**config.mk**
```make
export PLATFORM = sky130hd
export DESIGN_NAME = tms_top
export DESIGN_NICKNAME = d
export VERILOG_FILES = /design/src/hdl/tms_pkg.sv /design/src/hdl/tms_sync.sv /design/src/hdl/tms_buf2.sv /design/src/hdl/tms_top.sv
export SDC_FILE = /design/constraint.sdc
export NUM_CORES = 1
export LEC_CHECK = 0
export BUFFER_PORTS_ARGS = -buffer_cell sky130_fd_sc_hd__buf_2
export CAP_MARGIN = 20
export CELL_PAD_IN_SITES_DETAIL_PLACEMENT = 0
export CELL_PAD_IN_SITES_GLOBAL_PLACEMENT = 2
export CORE_ASPECT_RATIO = 1.5
export CORE_MARGIN = 1
export CORE_UTILIZATION = 36
export DETAILED_ROUTE_END_ITERATION = 7
export GPL_TIMING_DRIVEN = 0
export PLACE_DENSITY = 0.85
export SYNTH_ARGS = -nofsm -noshare
export SYNTH_HDL_FRONTEND = slang
export SYNTH_SLANG_ARGS = --single-unit
export TNS_END_PERCENT = 30
```
**constraint.sdc**
```tcl
create_clock -name clk_sys_i -period 6 [get_ports clk_sys_i]
set_input_delay 0.6 -clock clk_sys_i [delete_from_list [all_inputs] [get_ports clk_sys_i]]
set_output_delay 0.6 -clock clk_sys_i [all_outputs]
set_load 0.02 [all_outputs]
```
**src/hdl/tms_pkg.sv**
```systemverilog
// constants and bus map of the test-message sequencer
// assumes one 250 MHz clock and an asynchronous active-low reset
`default_nettype none
package tms_pkg;
   localparam int CNT_W = 6;
   localparam int ADDR_W = 8;
   localparam int LOW_W = 5;
   localparam int LOW_CLR_W = 4;
   localparam logic [CNT_W-1:0] CNT_TERMINAL = 6'h3f;
   localparam logic [CNT_W-1:0] CNT_ONE = 6'h01;
   localparam logic [1:0] CTRL_FN_LOW = 2'h0;
   // fast auxiliary clock for flushing the counter in Morse mode
   localparam int CLK_PERIOD_PS = 4000;
   localparam int AUX_PERIOD_NS = 40;
   localparam int AUX_CYCLES = (AUX_PERIOD_NS * 1000) / CLK_PERIOD_PS;
   localparam int AUX_W = 4;
   localparam logic [AUX_W-1:0] AUX_LAST = AUX_W'(AUX_CYCLES - 1);
   localparam logic [AUX_W-1:0] AUX_ZERO = 4'h0;
   // avalon-mm register map, byte addresses
   localparam int AVS_AW = 4;
   localparam logic [AVS_AW-1:0] REG_CTRL = 4'h0;
   localparam logic [AVS_AW-1:0] REG_STATUS = 4'h4;
   localparam logic [AVS_AW-1:0] REG_ADDR = 4'h8;
   localparam int CTRL_SW_KEY = 0;
   localparam int CTRL_HOLD = 1;
   localparam int ST_ACTIVE = 8;
   localparam int ST_LOCK = 9;
   localparam int ST_IDLE = 10;
   localparam int ST_PEND = 11;
   localparam int ST_MORSE = 12;
   localparam int ST_DONE_LSB = 16;
   localparam int DONE_W = 16;
   localparam logic [31:0] RDATA_ZERO = 32'h0;
endpackage
`default_nettype wire

```
**src/hdl/tms_sync.sv**
```systemverilog
// two-stage synchroniser for asynchronous level inputs
// assumes inputs come from pins outside the clock domain
`default_nettype none
module tms_sync #(
   parameter int WIDTH = 1,
   parameter logic [WIDTH-1:0] RST_VAL = '0
) (
   // clock and reset
   input wire logic clk_sys_i,
   input wire logic rst_n_i,
   // level in and out
   input wire logic [WIDTH-1:0] async_i,
   output logic [WIDTH-1:0] sync_o
);
   typedef struct packed {
      logic [WIDTH-1:0] meta;
      logic [WIDTH-1:0] stable;
   } tms_sync_state_t;

   tms_sync_state_t st_q;
   tms_sync_state_t st_d;

   always_comb
   begin
      st_d = st_q;
      st_d.meta = async_i;
      st_d.stable = st_q.meta;
   end

   always_ff @(posedge clk_sys_i or negedge rst_n_i)
   begin
      if (!rst_n_i)
      begin
         st_q <= '{meta: RST_VAL, stable: RST_VAL};
      end
      else
      begin
         st_q <= st_d;
      end
   end

   assign sync_o = st_q.stable;
endmodule
`default_nettype wire

```
**src/hdl/tms_buf2.sv**
```systemverilog
// two-entry buffer with valid/ready on both sides
// assumes producer and consumer on the same clock
`default_nettype none
module tms_buf2 #(
   parameter int WIDTH = 8
) (
   // clock and reset
   input wire logic clk_sys_i,
   input wire logic rst_n_i,
   // filling side
   input wire logic in_valid_i,
   output logic in_ready_o,
   input wire logic [WIDTH-1:0] in_data_i,
   // draining side
   output logic out_valid_o,
   input wire logic out_ready_i,
   output logic [WIDTH-1:0] out_data_o
);
   typedef struct packed {
      logic [1:0][WIDTH-1:0] mem;
      logic [1:0] used;
      logic rd_idx;
      logic wr_idx;
   } tms_buf_state_t;

   tms_buf_state_t st_q;
   tms_buf_state_t st_d;
   logic push;
   logic pop;

   always_comb
   begin
      st_d = st_q;
      push = in_valid_i && (st_q.used != 2'h2);
      pop = out_ready_i && (st_q.used != 2'h0);
      if (push)
      begin
         st_d.mem[st_q.wr_idx] = in_data_i;
         st_d.wr_idx = ~st_q.wr_idx;
      end
      if (pop)
      begin
         st_d.rd_idx = ~st_q.rd_idx;
      end
      st_d.used = st_q.used + 2'(push) - 2'(pop);
   end

   always_ff @(posedge clk_sys_i or negedge rst_n_i)
   begin
      if (!rst_n_i)
      begin
         st_q <= '0;
      end
      else
      begin
         st_q <= st_d;
      end
   end

   assign in_ready_o = (st_q.used != 2'h2);
   assign out_valid_o = (st_q.used != 2'h0);
   assign out_data_o = st_q.mem[st_q.rd_idx];
endmodule
`default_nettype wire

```
**src/hdl/tms_top.sv**
```systemverilog
// test-message sequencer with shared automatic-sequencer control
// assumes buffer control on the same board drives the resume pulse asynchronously;
// keyboard address, identifier and three-character status come from same-clock logic
//
// Added by the designer: the Avalon-MM interface to the registers and the register offsets.
`default_nettype none
module tms_top
   import tms_pkg::*;
(
   // clock and reset
   input wire logic clk_sys_i,
   input wire logic rst_n_i,
   // pins from keyboard and buffer control
   input wire logic test_key_n_i,
   input wire logic mode_morse_i,
   input wire logic resume_pulse_n_i,
   // other automatic sequencers
   input wire logic others_idle_i,
   input wire logic ident_message_done_i,
   input wire logic three_group_active_i,
   // keyboard encoder address
   input wire logic [tms_pkg::ADDR_W-1:0] kbd_addr_i,
   // rom address and control lines
   output logic [tms_pkg::ADDR_W-1:0] rom_addr_o,
   output logic keyboard_lockout_o,
   output logic keyboard_encode_en_o,
   output logic sequencer_idle_o,
   output logic sequencer_step_o,
   output logic generator_active_o,
   // stream of message addresses
   output logic msg_valid_o,
   input wire logic msg_ready_i,
   output logic [tms_pkg::ADDR_W-1:0] msg_addr_o,
   // avalon-mm slave
   input wire logic [tms_pkg::AVS_AW-1:0] avs_address_i,
   input wire logic avs_read_i,
   input wire logic avs_write_i,
   input wire logic [31:0] avs_writedata_i,
   input wire logic [3:0] avs_byteenable_i,
   output logic [31:0] avs_readdata_o,
   output logic avs_waitrequest_o
);
   import tms_pkg::*;

   typedef struct packed {
      logic [CNT_W-1:0] cnt;
      logic lock;
      logic idle;
      logic active;
      logic step;
      logic pend;
      logic resume_n;
      logic [ADDR_W-1:0] addr;
      logic kbd_en;
      logic [AUX_W-1:0] aux;
      logic sw_key;
      logic hold;
      logic waitreq;
      logic [31:0] rdata;
      logic [DONE_W-1:0] done_cnt;
      logic out_v;
      logic [ADDR_W-1:0] out_data;
   } tms_state_t;

   localparam tms_state_t ST_RST = '{
      cnt: CNT_TERMINAL,
      lock: 1'b0,
      idle: 1'b1,
      active: 1'b0,
      step: 1'b0,
      pend: 1'b0,
      resume_n: 1'b1,
      addr: '0,
      kbd_en: 1'b1,
      aux: AUX_ZERO,
      sw_key: 1'b0,
      hold: 1'b0,
      waitreq: 1'b1,
      rdata: RDATA_ZERO,
      done_cnt: '0,
      out_v: 1'b0,
      out_data: '0
   };

   tms_state_t st_q;
   tms_state_t st_d;

   logic key_n_s;
   logic morse_s;
   logic resume_n_s;
   logic gen_active;
   logic lockout;
   logic key_pressed;
   logic start_ok;
   logic clr_low;
   logic clr_high;
   logic resume_edge;
   logic aux_tick;
   logic flush;
   logic take;
   logic buf_in_ready;
   logic [CNT_W-1:0] cnt_next;
   logic req;
   logic wr_hit;
   logic buf_out_valid;
   logic buf_out_ready;
   logic [ADDR_W-1:0] buf_out_data;

   // rom address as the generator presents it
   function automatic logic [ADDR_W-1:0] gen_addr(input logic [CNT_W-1:0] c);
      gen_addr = {c[CNT_W-1], CTRL_FN_LOW, c[LOW_W-1:0]};
   endfunction

   // active whenever the counter is off its terminal state
   function automatic logic is_active(input logic [CNT_W-1:0] c);
      is_active = (c != CNT_TERMINAL);
   endfunction

   // pins pass two stages before any logic sees them
   tms_sync #(
      .WIDTH(3),
      .RST_VAL(3'h5)
   ) u_sync (
      .clk_sys_i(clk_sys_i),
      .rst_n_i(rst_n_i),
      .async_i({test_key_n_i, mode_morse_i, resume_pulse_n_i}),
      .sync_o({key_n_s, morse_s, resume_n_s})
   );

   // message addresses wait here so a stalled receiver loses none
   tms_buf2 #(
      .WIDTH(ADDR_W)
   ) u_buf (
      .clk_sys_i(clk_sys_i),
      .rst_n_i(rst_n_i),
      .in_valid_i(take && !morse_s),
      .in_ready_o(buf_in_ready),
      .in_data_i(gen_addr(cnt_next)),
      .out_valid_o(buf_out_valid),
      .out_ready_i(buf_out_ready),
      .out_data_o(buf_out_data)
   );

   always_comb
   begin
      st_d = st_q;

      gen_active = is_active(st_q.cnt);
      // this generator, an unfinished ident message or the three-group sequencer holds the keyboard off; others_idle_i does not
      lockout = gen_active || !ident_message_done_i || three_group_active_i;

      // key is ignored in Morse mode; software key acts like the pin
      key_pressed = !key_n_s || st_q.sw_key;
      start_ok = key_pressed && !morse_s && st_q.idle && others_idle_i;
      clr_low = start_ok;
      clr_high = start_ok && !st_q.lock;

      // falling edge of resume is one step request
      resume_edge = st_q.resume_n && !resume_n_s;

      // fast auxiliary clock, only used to flush in Morse mode
      aux_tick = (st_q.aux == AUX_LAST);
      st_d.aux = aux_tick ? AUX_ZERO : st_q.aux + AUX_W'(1);
      flush = morse_s && gen_active && aux_tick;

      // step taken only while locked, running and the buffer has room, except a Morse-mode flush step
      take = (st_q.pend && st_q.lock && gen_active && !st_q.hold && buf_in_ready
              && !morse_s) || flush;
      cnt_next = st_q.cnt + CNT_ONE;

      st_d.resume_n = resume_n_s;
      // a new edge wins over the clear of the pending flag
      st_d.pend = (st_q.pend && !take) || (resume_edge && st_q.lock && gen_active);
      st_d.step = !resume_n_s && st_q.lock;

      if (clr_low)
      begin
         st_d.cnt[LOW_CLR_W-1:0] = '0;
         st_d.pend = 1'b0;
      end
      else if (take)
      begin
         st_d.cnt[LOW_CLR_W-1:0] = cnt_next[LOW_CLR_W-1:0];
      end
      if (clr_high || clr_low)
      begin
         st_d.cnt[CNT_W-1:LOW_CLR_W] = '0;
      end
      else if (take)
      begin
         // msb of the counter switches to the second region after 32 steps
         st_d.cnt[CNT_W-1:LOW_CLR_W] = cnt_next[CNT_W-1:LOW_CLR_W];
      end

      // count completed messages; at 63 steps the generator stops itself
      if (take && !flush && (cnt_next == CNT_TERMINAL))
      begin
         st_d.done_cnt = st_q.done_cnt + DONE_W'(1);
      end

      st_d.lock = lockout;
      // idle drops once lockout is up and the registered lock is up too
      st_d.idle = !(st_q.lock && lockout);
      // active follows the counter itself, not the shared idle line
      st_d.active = is_active(st_d.cnt);

      // address lines: generator owns all eight while active
      st_d.addr = gen_active ? gen_addr(st_q.cnt) : kbd_addr_i;
      st_d.kbd_en = !lockout;

      // output stage reloads whenever it is empty or being drained
      buf_out_ready = !st_q.out_v || msg_ready_i;
      if (buf_out_ready)
      begin
         st_d.out_v = buf_out_valid;
         st_d.out_data = buf_out_data;
      end

      // avalon slave: one wait state, then answer for a single cycle
      req = avs_read_i || avs_write_i;
      wr_hit = avs_write_i && !st_q.waitreq;
      st_d.waitreq = !(req && st_q.waitreq);
      if (req && st_q.waitreq)
      begin
         unique case (avs_address_i)
            REG_CTRL:
            begin
               st_d.rdata = RDATA_ZERO;
               st_d.rdata[CTRL_SW_KEY] = st_q.sw_key;
               st_d.rdata[CTRL_HOLD] = st_q.hold;
            end
            REG_STATUS:
            begin
               st_d.rdata = RDATA_ZERO;
               st_d.rdata[CNT_W-1:0] = st_q.cnt;
               st_d.rdata[ST_ACTIVE] = gen_active;
               st_d.rdata[ST_LOCK] = st_q.lock;
               st_d.rdata[ST_IDLE] = st_q.idle;
               st_d.rdata[ST_PEND] = st_q.pend;
               st_d.rdata[ST_MORSE] = morse_s;
               st_d.rdata[ST_DONE_LSB +: DONE_W] = st_q.done_cnt;
            end
            REG_ADDR:
            begin
               st_d.rdata = RDATA_ZERO;
               st_d.rdata[ADDR_W-1:0] = st_q.addr;
            end
            default:
            begin
               st_d.rdata = RDATA_ZERO;
            end
         endcase
      end
      if (wr_hit && (avs_address_i == REG_CTRL) && avs_byteenable_i[0])
      begin
         st_d.sw_key = avs_writedata_i[CTRL_SW_KEY];
         st_d.hold = avs_writedata_i[CTRL_HOLD];
      end
   end

   always_ff @(posedge clk_sys_i or negedge rst_n_i)
   begin
      if (!rst_n_i)
      begin
         st_q <= ST_RST;
      end
      else
      begin
         st_q <= st_d;
      end
   end

   assign rom_addr_o = st_q.addr;
   assign keyboard_lockout_o = st_q.lock;
   assign keyboard_encode_en_o = st_q.kbd_en;
   assign sequencer_idle_o = st_q.idle;
   assign sequencer_step_o = st_q.step;
   assign generator_active_o = st_q.active;
   assign msg_valid_o = st_q.out_v;
   assign msg_addr_o = st_q.out_data;
   assign avs_readdata_o = st_q.rdata;
   assign avs_waitrequest_o = st_q.waitreq;
endmodule
`default_nettype wire

```
==> results.py, run 1 <==
metrics = {
    "finish": {
        "seqCellArea_um2": 2570,
        "layout_common_cells": "88 x dfrtp_1, 77 x buf_2, 49 x buf_4",
        "layout.nets": 560,
        "area_growth_syn_to_layout_pct": 20.8,
        "antenna_cells": 0,
        "layout_commonest_cell": "dfrtp_1",
        "drive_above_1_share_pct": 32.9,
        "fill_cells": 1172,
        "multiInputGateArea_um2": 1510,
    },
    "yosys": {
        "synth_top_flop_cell": "dfrtp_1",
        "synth_seq_cells": 102,
        "synth_warnings": 0,
        "async_flop_share_pct": 100,
        "syn-cell-area_um2": 4540,
        "synth_cell_types": 46,
        "synth_cells": 405,
        "synth.area.top_cells": "dfrtp_1 49%, dfstp_2 8.1%, buf_4 7.9%, a22o_1 4.2%, xnor2_1 4.1%",
        "yosys.area.top_type": "dfrtp_1",
        "yosysSeqAreaShare_pct": 56.6,
        "synth_edf_count": 0,
        "synth_top_cell_area_share_pct": 48.5,
        "syn_area_per_cell_um2": 11.2,
    },
    "clocking": {
        "cts.sinks": 102,
        "cts_buffers": 9,
        "holdBufCountCts": 0,
        "post_cts_buffers": 0,
        "cts.path.max_buffers": 2,
        "cts_root_buf": "clkbuf_16",
        "cts_tree": "built",
        "cts_repair_resize_count": 0,
        "cts_htree_levels": 3,
        "insertion_delay_ns": 0.34,
        "clk_pin_slew_ns": 0.07,
    },
    "floorplanning": {
        "io_pins": 114,
        "rows": 49,
        "initial_core_util_pct": 37.4,
        "die_w_um": 93.7,
        "coreArea_um2": 12100,
        "die_y_um": 140,
        "die_area_um2": 13100,
    },
    "detailed_routing": {
        "drc": 0,
        "antenna_left": 0,
        "drtIter0Drc": 89,
        "wl_per_cell_um": 14.7,
        "met1_length_mm": 4.08,
        "firstDrtPassIters": 4,
        "top_layer": "met4",
        "wl_met3_um": 315,
        "viasPerCell": 4.72,
        "vias": 3090,
        "wl_mm": 9.61,
        "wl_met2_mm": 4.95,
    },
    "sta": {
        "clock_skew_ns": 0.00656,
        "tightest_slew_ns": 1.02,
        "min_period_ns": 2.67,
        "setup_viol": 0,
        "rsz0062_at_grt": "false",
        "setup_tns_ns": 0,
        "post-route-period-util_pct": 44.5,
        "timing.slew.headroom_pct": 31.8,
        "final_hold_viol_count": 0,
        "setup_ws_ns": 3.33,
        "slew_viol_final": 0,
        "fmax_mhz": 375,
    },
    "placement": {
        "place_ws_ns": 3.36,
        "place.gp.congestion": 0.791,
        "dp_hpwl_mm": 6.97,
        "portBuffers": 75,
    },
    "worst_setup_path": {
        "critPathLaunchType": "register",
        "worstPathMaxFanout": 10,
        "crit_arrival_ns": 2.90,
        "reg2reg_from": "st_q[82]$_DFF_PN1_",
        "crit_type": "register to register",
        "end_kind": "register",
        "startpoint": "st_q[82]$_DFF_PN1_",
        "cp.required_ns": 6.23,
    },
    "power": {
        "p_per_area_nw_per_um2": 411,
        "vdd_ir_drop_max_mv": 0.177,
        "leakage_nw": 2.74,
        "totalPowerFinal_w": 0.00225,
    },
    "status": {
        "status": "completed",
    },
    "global_routing": {
        "grt_pass1_vias": 3144,
        "grtUsageTotal_pct": 16.3,
        "grt_max_degree": 66,
        "grt_pass1_wl_mm": 16.2,
        "grt_overflow": 0,
        "antenna_found_initial": 0,
    },
    "min_path": {
        "hold_path.class": "input port to asynchronous set/reset pin",
    },
    "job": {
        "max_cap_violations": 0,
    },
}
==> final timing paths <==
path | end | slack [ns] | depth (start not counted)
max in group asynchronous | avs_waitrequest_o$_DFF_PN1_ | 5.04 | 2
setup / recovery | st_q[22]$_DFFE_PN0P_ | 3.33 | 8
hold reg to reg | u_sync.sync_o[2]$_DFF_PN1_ | 0.36 | 0
hold / removal | sequencer_step_o$_DFF_PN0_ | 0.23 | 1
setup reg to reg | st_q[22]$_DFFE_PN0P_ | 3.33 | 8
min in group clk_sys_i | u_sync.st_d[0]$_DFF_PN1_ | 0.35 | 1
==> logic make-up after synthesis <==
family	share of synthesized area, %
and+or+nand+nor	12.8
DFF	56.6
buffers and inverters	10.5
AOI/OAI and AO/OA	10.9
xor gates and xnor gates	4.82
muxes	2.98
adders and majority gates	1.38
other	0.0826
==> state kept, by name (all words and copies together) (netlist names) <==
register,count
msg_valid_o,1
sequencer_step_o,1
st_q,30
u_sync.sync_o,3
generator_active_o,1
u_buf.st_q,16
keyboard_lockout_o,1
rom_addr_o,8
sequencer_idle_o,1
msg_addr_o,6
avs_readdata_o,29
keyboard_encode_en_o,1
u_sync.st_d,3
avs_waitrequest_o,1
==> critical path: stages (launching register included) <==
cell	delay [ns]
dfstp_2	0.52
buf_2	0.19
nand2_1	0.11
or3_1	0.37
xnor2_1	0.25
nor4_4	0.64
buf_6	0.23
nand4_1	0.11
xnor2_1	0.14
==> where the power goes <==
part           switching (W)  internal [W]  leakage (nW)  total [W]
combinational       0.000373      0.000281          1.29   0.000654
clock               0.000258      0.000390         0.159   0.000648
sequential          0.000105      0.000847          1.29   0.000951
==> metrics by stage <==
| stage | hold WS, ns | instances | util, % | instance area [µm²] |
|---|---|---|---|---|
| after floorplan | 0.304 | 409 | - | 4550 |
| after global placement | 0.350 | 637 | 42.2 | 5120 |
| after detailed placement | 0.348 | 638 | 42.4 | 5150 |
| after CTS | 0.238 | 654 | 45.2 | 5480 |
| after global routing | 0.253 | 654 | 45.2 | 5480 |
| final | 0.227 | 654 | 45.2 | 5480 |
==> layer usage <==
metal  GRT usage, %  vias to the layer above
met2           27.2                       60
met4           7.21                        0
met5              0                        -
met3           3.83                       17
met1           20.0                     1488
li1               -                     1525
==> cell usage after synthesis, types with 7 or more instances <==
cell and instances:
xnor2_1 21, a22o_1 22, inv_1 12, dfrtp_1 88, mux2i_1 9, nand2_1 41
nor2_1 18, buf_4 48, nand3_1 11, clkbuf_1 10, nand4_1 8, nor2b_1 7
o21ai_0 26, dfstp_2 14
==> cell type report <==
class,count,area share [%]
flip-flops and latches,102,46.9
multi-input cells,232,27.5
plain buffers,63,7.87
repair buffers,76,7.39
clock buffers,12,4.68
well taps,153,3.49
clock inverters,4,1.39
inverters,12,0.821
Power figures use the tool's default switching activity.
==> inputs of run 2 (changes only) <==
Settings changed: CORE_UTILIZATION 36 to 30, PLACE_DENSITY 0.85 to 0.76.
Clock period 6 ns to 2.37 ns, I/O delays scaled along.
==> results.py, run 2 (synthesized netlist as in run 1, its figures left out) <==
metrics = {
    "sta": {
        "final_hold_viol_count": 0,
        "clock_skew_ns": 0.00710,
        "timing.slew.headroom_pct": 26.9,
        "setup_viol": 0,
        "rsz0062_at_grt": "true",
        "fmax_mhz": 435,
        "tightest_slew_ns": 1.09,
        "post-route-period-util_pct": 97.1,
        "slew_viol_final": 0,
        "setup_ws_ns": 0.0696,
        "min_period_ns": 2.30,
    },
    "detailed_routing": {
        "drtIter0Drc": 105,
        "firstDrtPassIters": 4,
        "wl_per_cell_um": 14.4,
        "drc": 0,
        "antenna_left": 0,
        "wl_mm": 10.2,
        "viasPerCell": 4.52,
        "vias": 3184,
    },
    "finish": {
        "layout.cells.non_filler": 705,
        "drive_above_1_share_pct": 34.6,
        "largest_reg_flops": 30,
        "layout_commonest_cell": "dfrtp_1",
        "largest-register": "st_q",
        "area_growth_syn_to_layout_pct": 23.9,
        "layout_common_cells": "88 x dfrtp_1, 74 x buf_2, 55 x buf_4",
        "antenna_cells": 0,
        "layout.nets": 568,
        "final_util_pct": 38.4,
    },
    "worst_setup_path": {
        "crit_type": "register to register",
        "worstReg2RegEnd": "st_q[10]$_DFFE_PN0P_",
        "max_stage_delay_ns": 0.62,
        "reg2regPathDepth": 6,
        "path_cells": "nand2_1 -> or3_4 -> xnor2_4 -> nor4_4 -> buf_4 -> mux2_2",
        "cp.required_ns": 2.60,
        "crit_slowest_cell": "dfstp_2",
        "worstPathMaxFanout": 8,
        "r2r_slack_ns": 0.07,
        "crit_arrival_ns": 2.53,
        "critPathLaunchType": "register",
        "reg2reg_from": "st_q[82]$_DFF_PN1_",
        "end_kind": "register",
    },
    "global_routing": {
        "grt_overflow": 0,
        "grt_max_degree": 71,
        "antenna_found_initial": 0,
        "met1_usage_pct": 17.1,
        "use_met3_pct": 2.25,
        "grt-busiest-layer": "met2",
        "grt_pass1_wl_mm": 16.8,
        "use_met2_pct": 24.5,
        "grtUsageTotal_pct": 14.1,
        "grt_pass1_vias": 3164,
    },
    "power": {
        "comb_power_share_pct": 31.7,
        "p_clk_share_pct": 25.7,
        "seq_power_share_pct": 42.6,
        "p_per_area_nw_per_um2": 1000,
        "switching_share_pct": 34.2,
        "switchingPower_w": 0.00193,
        "internal-power_w": 0.00370,
        "vdd_ir_drop_max_mv": 0.500,
        "leakage_nw": 2.77,
    },
    "clocking": {
        "cts.path.max_buffers": 2,
        "cts.sinks": 102,
        "cts_htree_levels": 3,
        "cts_buffers": 9,
        "cts_tree": "built",
        "insertion_delay_ns": 0.34,
        "clk_pin_slew_ns": 0.07,
        "cts_root_buf": "clkbuf_16",
    },
    "min_path": {
        "min_path_cells": 2,
        "hold_path_startpoint": "kbd_addr_i[6]",
        "whs_endpoint": "rom_addr_o[6]$_DFF_PN0_",
        "hold_path.class": "input port to register",
    },
    "floorplanning": {
        "die_w_um": 102,
        "coreArea_um2": 14700,
        "initial_core_util_pct": 31.0,
        "die_y_um": 153,
        "io_pins": 114,
        "die_area_um2": 15600,
        "rows": 54,
    },
    "placement": {
        "portBuffers": 75,
        "place_ws_ns": -0.308,
        "dp_hpwl_mm": 7.50,
        "place.gp.congestion": 0.777,
        "dp.cells": 681,
    },
    "job": {
        "max_cap_violations": 0,
    },
    "status": {
        "status": "completed",
    },
}
[run 2: changes by cell type in the layout (fill, tap and decap cells not counted), sizes merged]
cell	delta
buf	+4
bufinv	-2
clkbuf	-1
clkinv	+1
clkinvlp	+2
dlygate4sd3	+4
[run 2: routing by layer]
layer	up-vias	part of all wire [%]
li1	1539	-
met1	1565	41
met2	75	54
met3	5	3.5
met4	0	1.4
met5	-	0
[run 2: what timing repair did]
item / 4_1_cts / 5_1_grt
pin swaps: 1 / 3
hold endpoints to repair: 33 / 0
resized for setup: 5 / 5
hold buffers: 4 / 0
endpoints found under the setup margin: 30 / 21
buffers inserted: 4 / 1
[run 2: layout make-up]
cell class	instances	area, µm²
Timing Repair Buffer	85	483
Fill cell	1472	9040
Sequential cell	102	2570
Buffer	62	435
Inverter	12	45.0
Tap cell	196	245
Clock buffer	11	253
Clock inverter	5	42.5
Multi-Input combinational cell	232	1550
[run 2: critical path: cells and delay by family, from the launching register on]
| kind | cells | cell delay [ns] |
|---|---|---|
| flops | 1 | 0.62 |
| simple gates | 3 | 0.89 |
| buf+inv | 1 | 0.17 |
| xor+xnor | 1 | 0.18 |
| mux | 1 | 0.32 |
[run 2: power by group through the flow]
stage	logic, W	clock network (W)	registers (W)
4_1_cts	0.00178	0.00149	0.00240
3_5_place_dp	0.00170	0	0.00245
6_report	0.00178	0.00145	0.00240
2_1_floorplan	0.00124	0	0.00238
5_1_grt	0.00200	0.00158	0.00245
3_3_place_gp	0.00167	0	0.00244
[run 2: worst max-delay path by stage]
stage | from | to | slack (ns) | cells past startpoint
floorplan | st_q[79]$_DFF_PN1_ | generator_active_o$_DFF_PN0_ | 0.12 | 10
global placement | st_q[79]$_DFF_PN1_ | u_buf.st_q[11]$_DFFE_PN0P_ | -0.29 | 7
detailed placement | st_q[79]$_DFF_PN1_ | u_buf.st_q[11]$_DFFE_PN0P_ | -0.31 | 7
CTS | st_q[82]$_DFF_PN1_ | st_q[10]$_DFFE_PN0P_ | -0.02 | 6
global route | st_q[79]$_DFF_PN1_ | u_buf.st_q[6]$_DFFE_PN0P_ | -0.05 | 7
finish | st_q[82]$_DFF_PN1_ | st_q[10]$_DFFE_PN0P_ | 0.07 | 6
[run 2: through the flow]
step / hold slack (ns) / setup TNS, ns / power (W) / cell area, µm²
floorplan: -0.0586 / 0 / 0.00362 / 4550
global placement: 0.344 / -7.91 / 0.00411 / 5170
detailed placement: 0.218 / -5.78 / 0.00415 / 5200
CTS: 0.0950 / -0.0168 / 0.00568 / 5590
global route: 0.0919 / -0.171 / 0.00602 / 5620
finish: 0.103 / 0 / 0.00563 / 5620
==> inputs of run 3 (changes only) <==
Settings changed: CELL_PAD_IN_SITES_DETAIL_PLACEMENT 0 to default, CELL_PAD_IN_SITES_GLOBAL_PLACEMENT 2 to default, CORE_UTILIZATION 30 to 48, PLACE_DENSITY 0.76 to 0.77.
==> results.py, run 3 (synthesized netlist as in run 1, its figures left out) <==
metrics = {
    "status": {
        "status": "completed",
    },
    "worst_setup_path": {
        "cp-endpoint": "generator_active_o$_DFF_PN0_",
        "worstPathMaxFanout": 8,
        "reg2regPathDepth": 9,
        "r2r_slack_ns": 0.05,
        "crit_family": "simple AND/OR/NAND/NOR gates",
        "worst-path-stages": 9,
        "worstReg2RegEnd": "generator_active_o$_DFF_PN0_",
        "crit_slowest_cell": "dfstp_2",
        "max_stage_delay_ns": 0.54,
        "crit_arrival_ns": 2.52,
        "critPathLaunchType": "register",
        "end_kind": "register",
        "reg2reg_from": "st_q[80]$_DFF_PN1_",
        "cp.required_ns": 2.57,
        "cp_num_buf_inv": 2,
        "crit_type": "register to register",
        "path_cells": "ha_1 -> buf_6 -> nand3_2 -> or2_0 -> buf_4 -> and2_2 -> xnor2_2 -> a2111oi_2 -> nand4_1",
        "startpoint": "st_q[80]$_DFF_PN1_",
    },
    "clocking": {
        "cts_buffers": 9,
        "insertion_delay_ns": 0.34,
        "cts_tree": "built",
        "cts_root_buf": "clkbuf_16",
        "clk_pin_slew_ns": 0.06,
        "cts.sinks": 102,
        "cts.path.max_buffers": 2,
        "cts_htree_levels": 3,
    },
    "job": {
        "max_cap_violations": 0,
    },
    "power": {
        "vdd_ir_drop_max_mv": 0.593,
        "seq_power_share_pct": 42.5,
        "leakage_nw": 2.80,
        "p_clk_share_pct": 22.8,
        "p_per_area_nw_per_um2": 1010,
        "totalPowerFinal_w": 0.00564,
        "comb_power_share_pct": 34.7,
        "switching_share_pct": 33.4,
        "internal-power_w": 0.00375,
        "switchingPower_w": 0.00188,
    },
    "placement": {
        "place_ws_ns": -0.218,
        "dp.cells": 597,
        "portBuffers": 75,
        "place.gp.congestion": 0.831,
        "dp_hpwl_mm": 6.56,
        "post_dp_cell_area_um2": 5100,
    },
    "finish": {
        "drive_above_1_share_pct": 35.1,
        "area_growth_syn_to_layout_pct": 22.4,
        "antenna_cells": 0,
        "layout_common_cells": "88 x dfrtp_1, 74 x buf_2, 62 x buf_4",
        "finalInstanceArea_um2": 5560,
        "largest-register": "st_q",
        "largest_reg_flops": 30,
        "layout.nets": 576,
        "layout_commonest_cell": "dfrtp_1",
        "layout.cells.non_filler": 628,
    },
    "floorplanning": {
        "io_pins": 114,
        "coreArea_um2": 9200,
        "die_y_um": 121,
        "die_w_um": 81.4,
        "initial_core_util_pct": 49.3,
        "die_area_um2": 9860,
        "rows": 43,
    },
    "sta": {
        "setup_tns_ns": 0,
        "post-route-period-util_pct": 97.9,
        "slew_viol_final": 0,
        "fmax_mhz": 431,
        "final_hold_viol_count": 0,
        "timing.slew.headroom_pct": 27.7,
        "clock_skew_ns": 0.00851,
        "tightest_slew_ns": 1.08,
        "min_period_ns": 2.32,
        "setup_viol": 0,
        "setup_ws_ns": 0.0497,
    },
    "global_routing": {
        "grtUsageTotal_pct": 20.2,
        "grt_pass1_vias": 3162,
        "grt_max_degree": 67,
        "grt_overflow": 0,
        "grt_pass1_wl_mm": 14.9,
        "antenna_found_initial": 0,
    },
    "detailed_routing": {
        "drtIter0Drc": 245,
        "viasPerCell": 5.19,
        "wl_per_cell_um": 14.9,
        "antenna_left": 0,
        "wl_mm": 9.36,
        "drc": 0,
        "vias": 3259,
        "firstDrtPassIters": 4,
    },
    "min_path": {
        "hold_path.class": "input port to register",
    },
}
run 3: cell count changes in the layout (fill, tap and decap cells not counted), moves of 2 or more:
cell	change
buf_4	+7
clkbuf_1	+6
buf_6	+2
clkinvlp_4	-3
clkbuf_8	-2
run 3: power groups by stage:
stage / Combinational [W] / Clock (W) / Sequential [W]
global placement: 0.00161 / 0 / 0.00242
detailed placement: 0.00166 / 0 / 0.00244
global route: 0.00217 / 0.00138 / 0.00244
finish: 0.00196 / 0.00128 / 0.00240
floorplan: 0.00124 / 0 / 0.00238
CTS: 0.00180 / 0.00131 / 0.00238
run 3: worst min-delay path by stage:
stage | from | endpoint | slack (ns) | cells after the start
final | kbd_addr_i[6] | rom_addr_o[6]$_DFF_PN0_ | 0.1 | 2
after global routing | kbd_addr_i[6] | rom_addr_o[6]$_DFF_PN0_ | 0.11 | 2
after global placement | resume_pulse_n_i | u_sync.st_d[0]$_DFF_PN1_ | 0.34 | 1
after floorplan | rst_n_i | avs_readdata_o[0]$_DFFE_PN0P_ | -0.06 | 0
after detailed placement | rst_n_i | u_sync.st_d[1]$_DFF_PN0_ | 0.23 | 1
after CTS | kbd_addr_i[6] | rom_addr_o[6]$_DFF_PN0_ | 0.09 | 2
run 3: layer usage:
| metal | vias up | part of all wire, % | global-route usage [%] |
|---|---|---|---|
| met3 | 14 | 3.4 | 2.78 |
| met1 | 1605 | 41 | 24.2 |
| met2 | 90 | 54 | 35.1 |
| met5 | - | 0 | 0 |
| met4 | 0 | 2.0 | 9.49 |
| li1 | 1550 | - | - |
run 3: stage by stage:
stage	hold slack, ns	util, %
floorplan	-0.0586	-
global placement	0.343	55.1
detailed placement	0.233	55.4
CTS	0.0925	59.3
global route	0.107	60.4
finish	0.0998	60.4
run 3: layout make-up:
type	instances	area (µm²)
fillers	753	3640
multi-input cells	232	1570
well taps	112	140
repair buffers	94	558
clock buffers	15	248
inverters	12	45.0
plain buffers	61	428
flip-flops and latches	102	2570
run 3: what timing repair did:
item | CTS | global route
buffers inserted | 4 | 10
resized for setup | 7 | 12
pin swaps | 1 | 6
hold buffers | 4 | 0
setup endpoints to repair | 24 | 15
endpoints found under the hold margin | 35 | 0
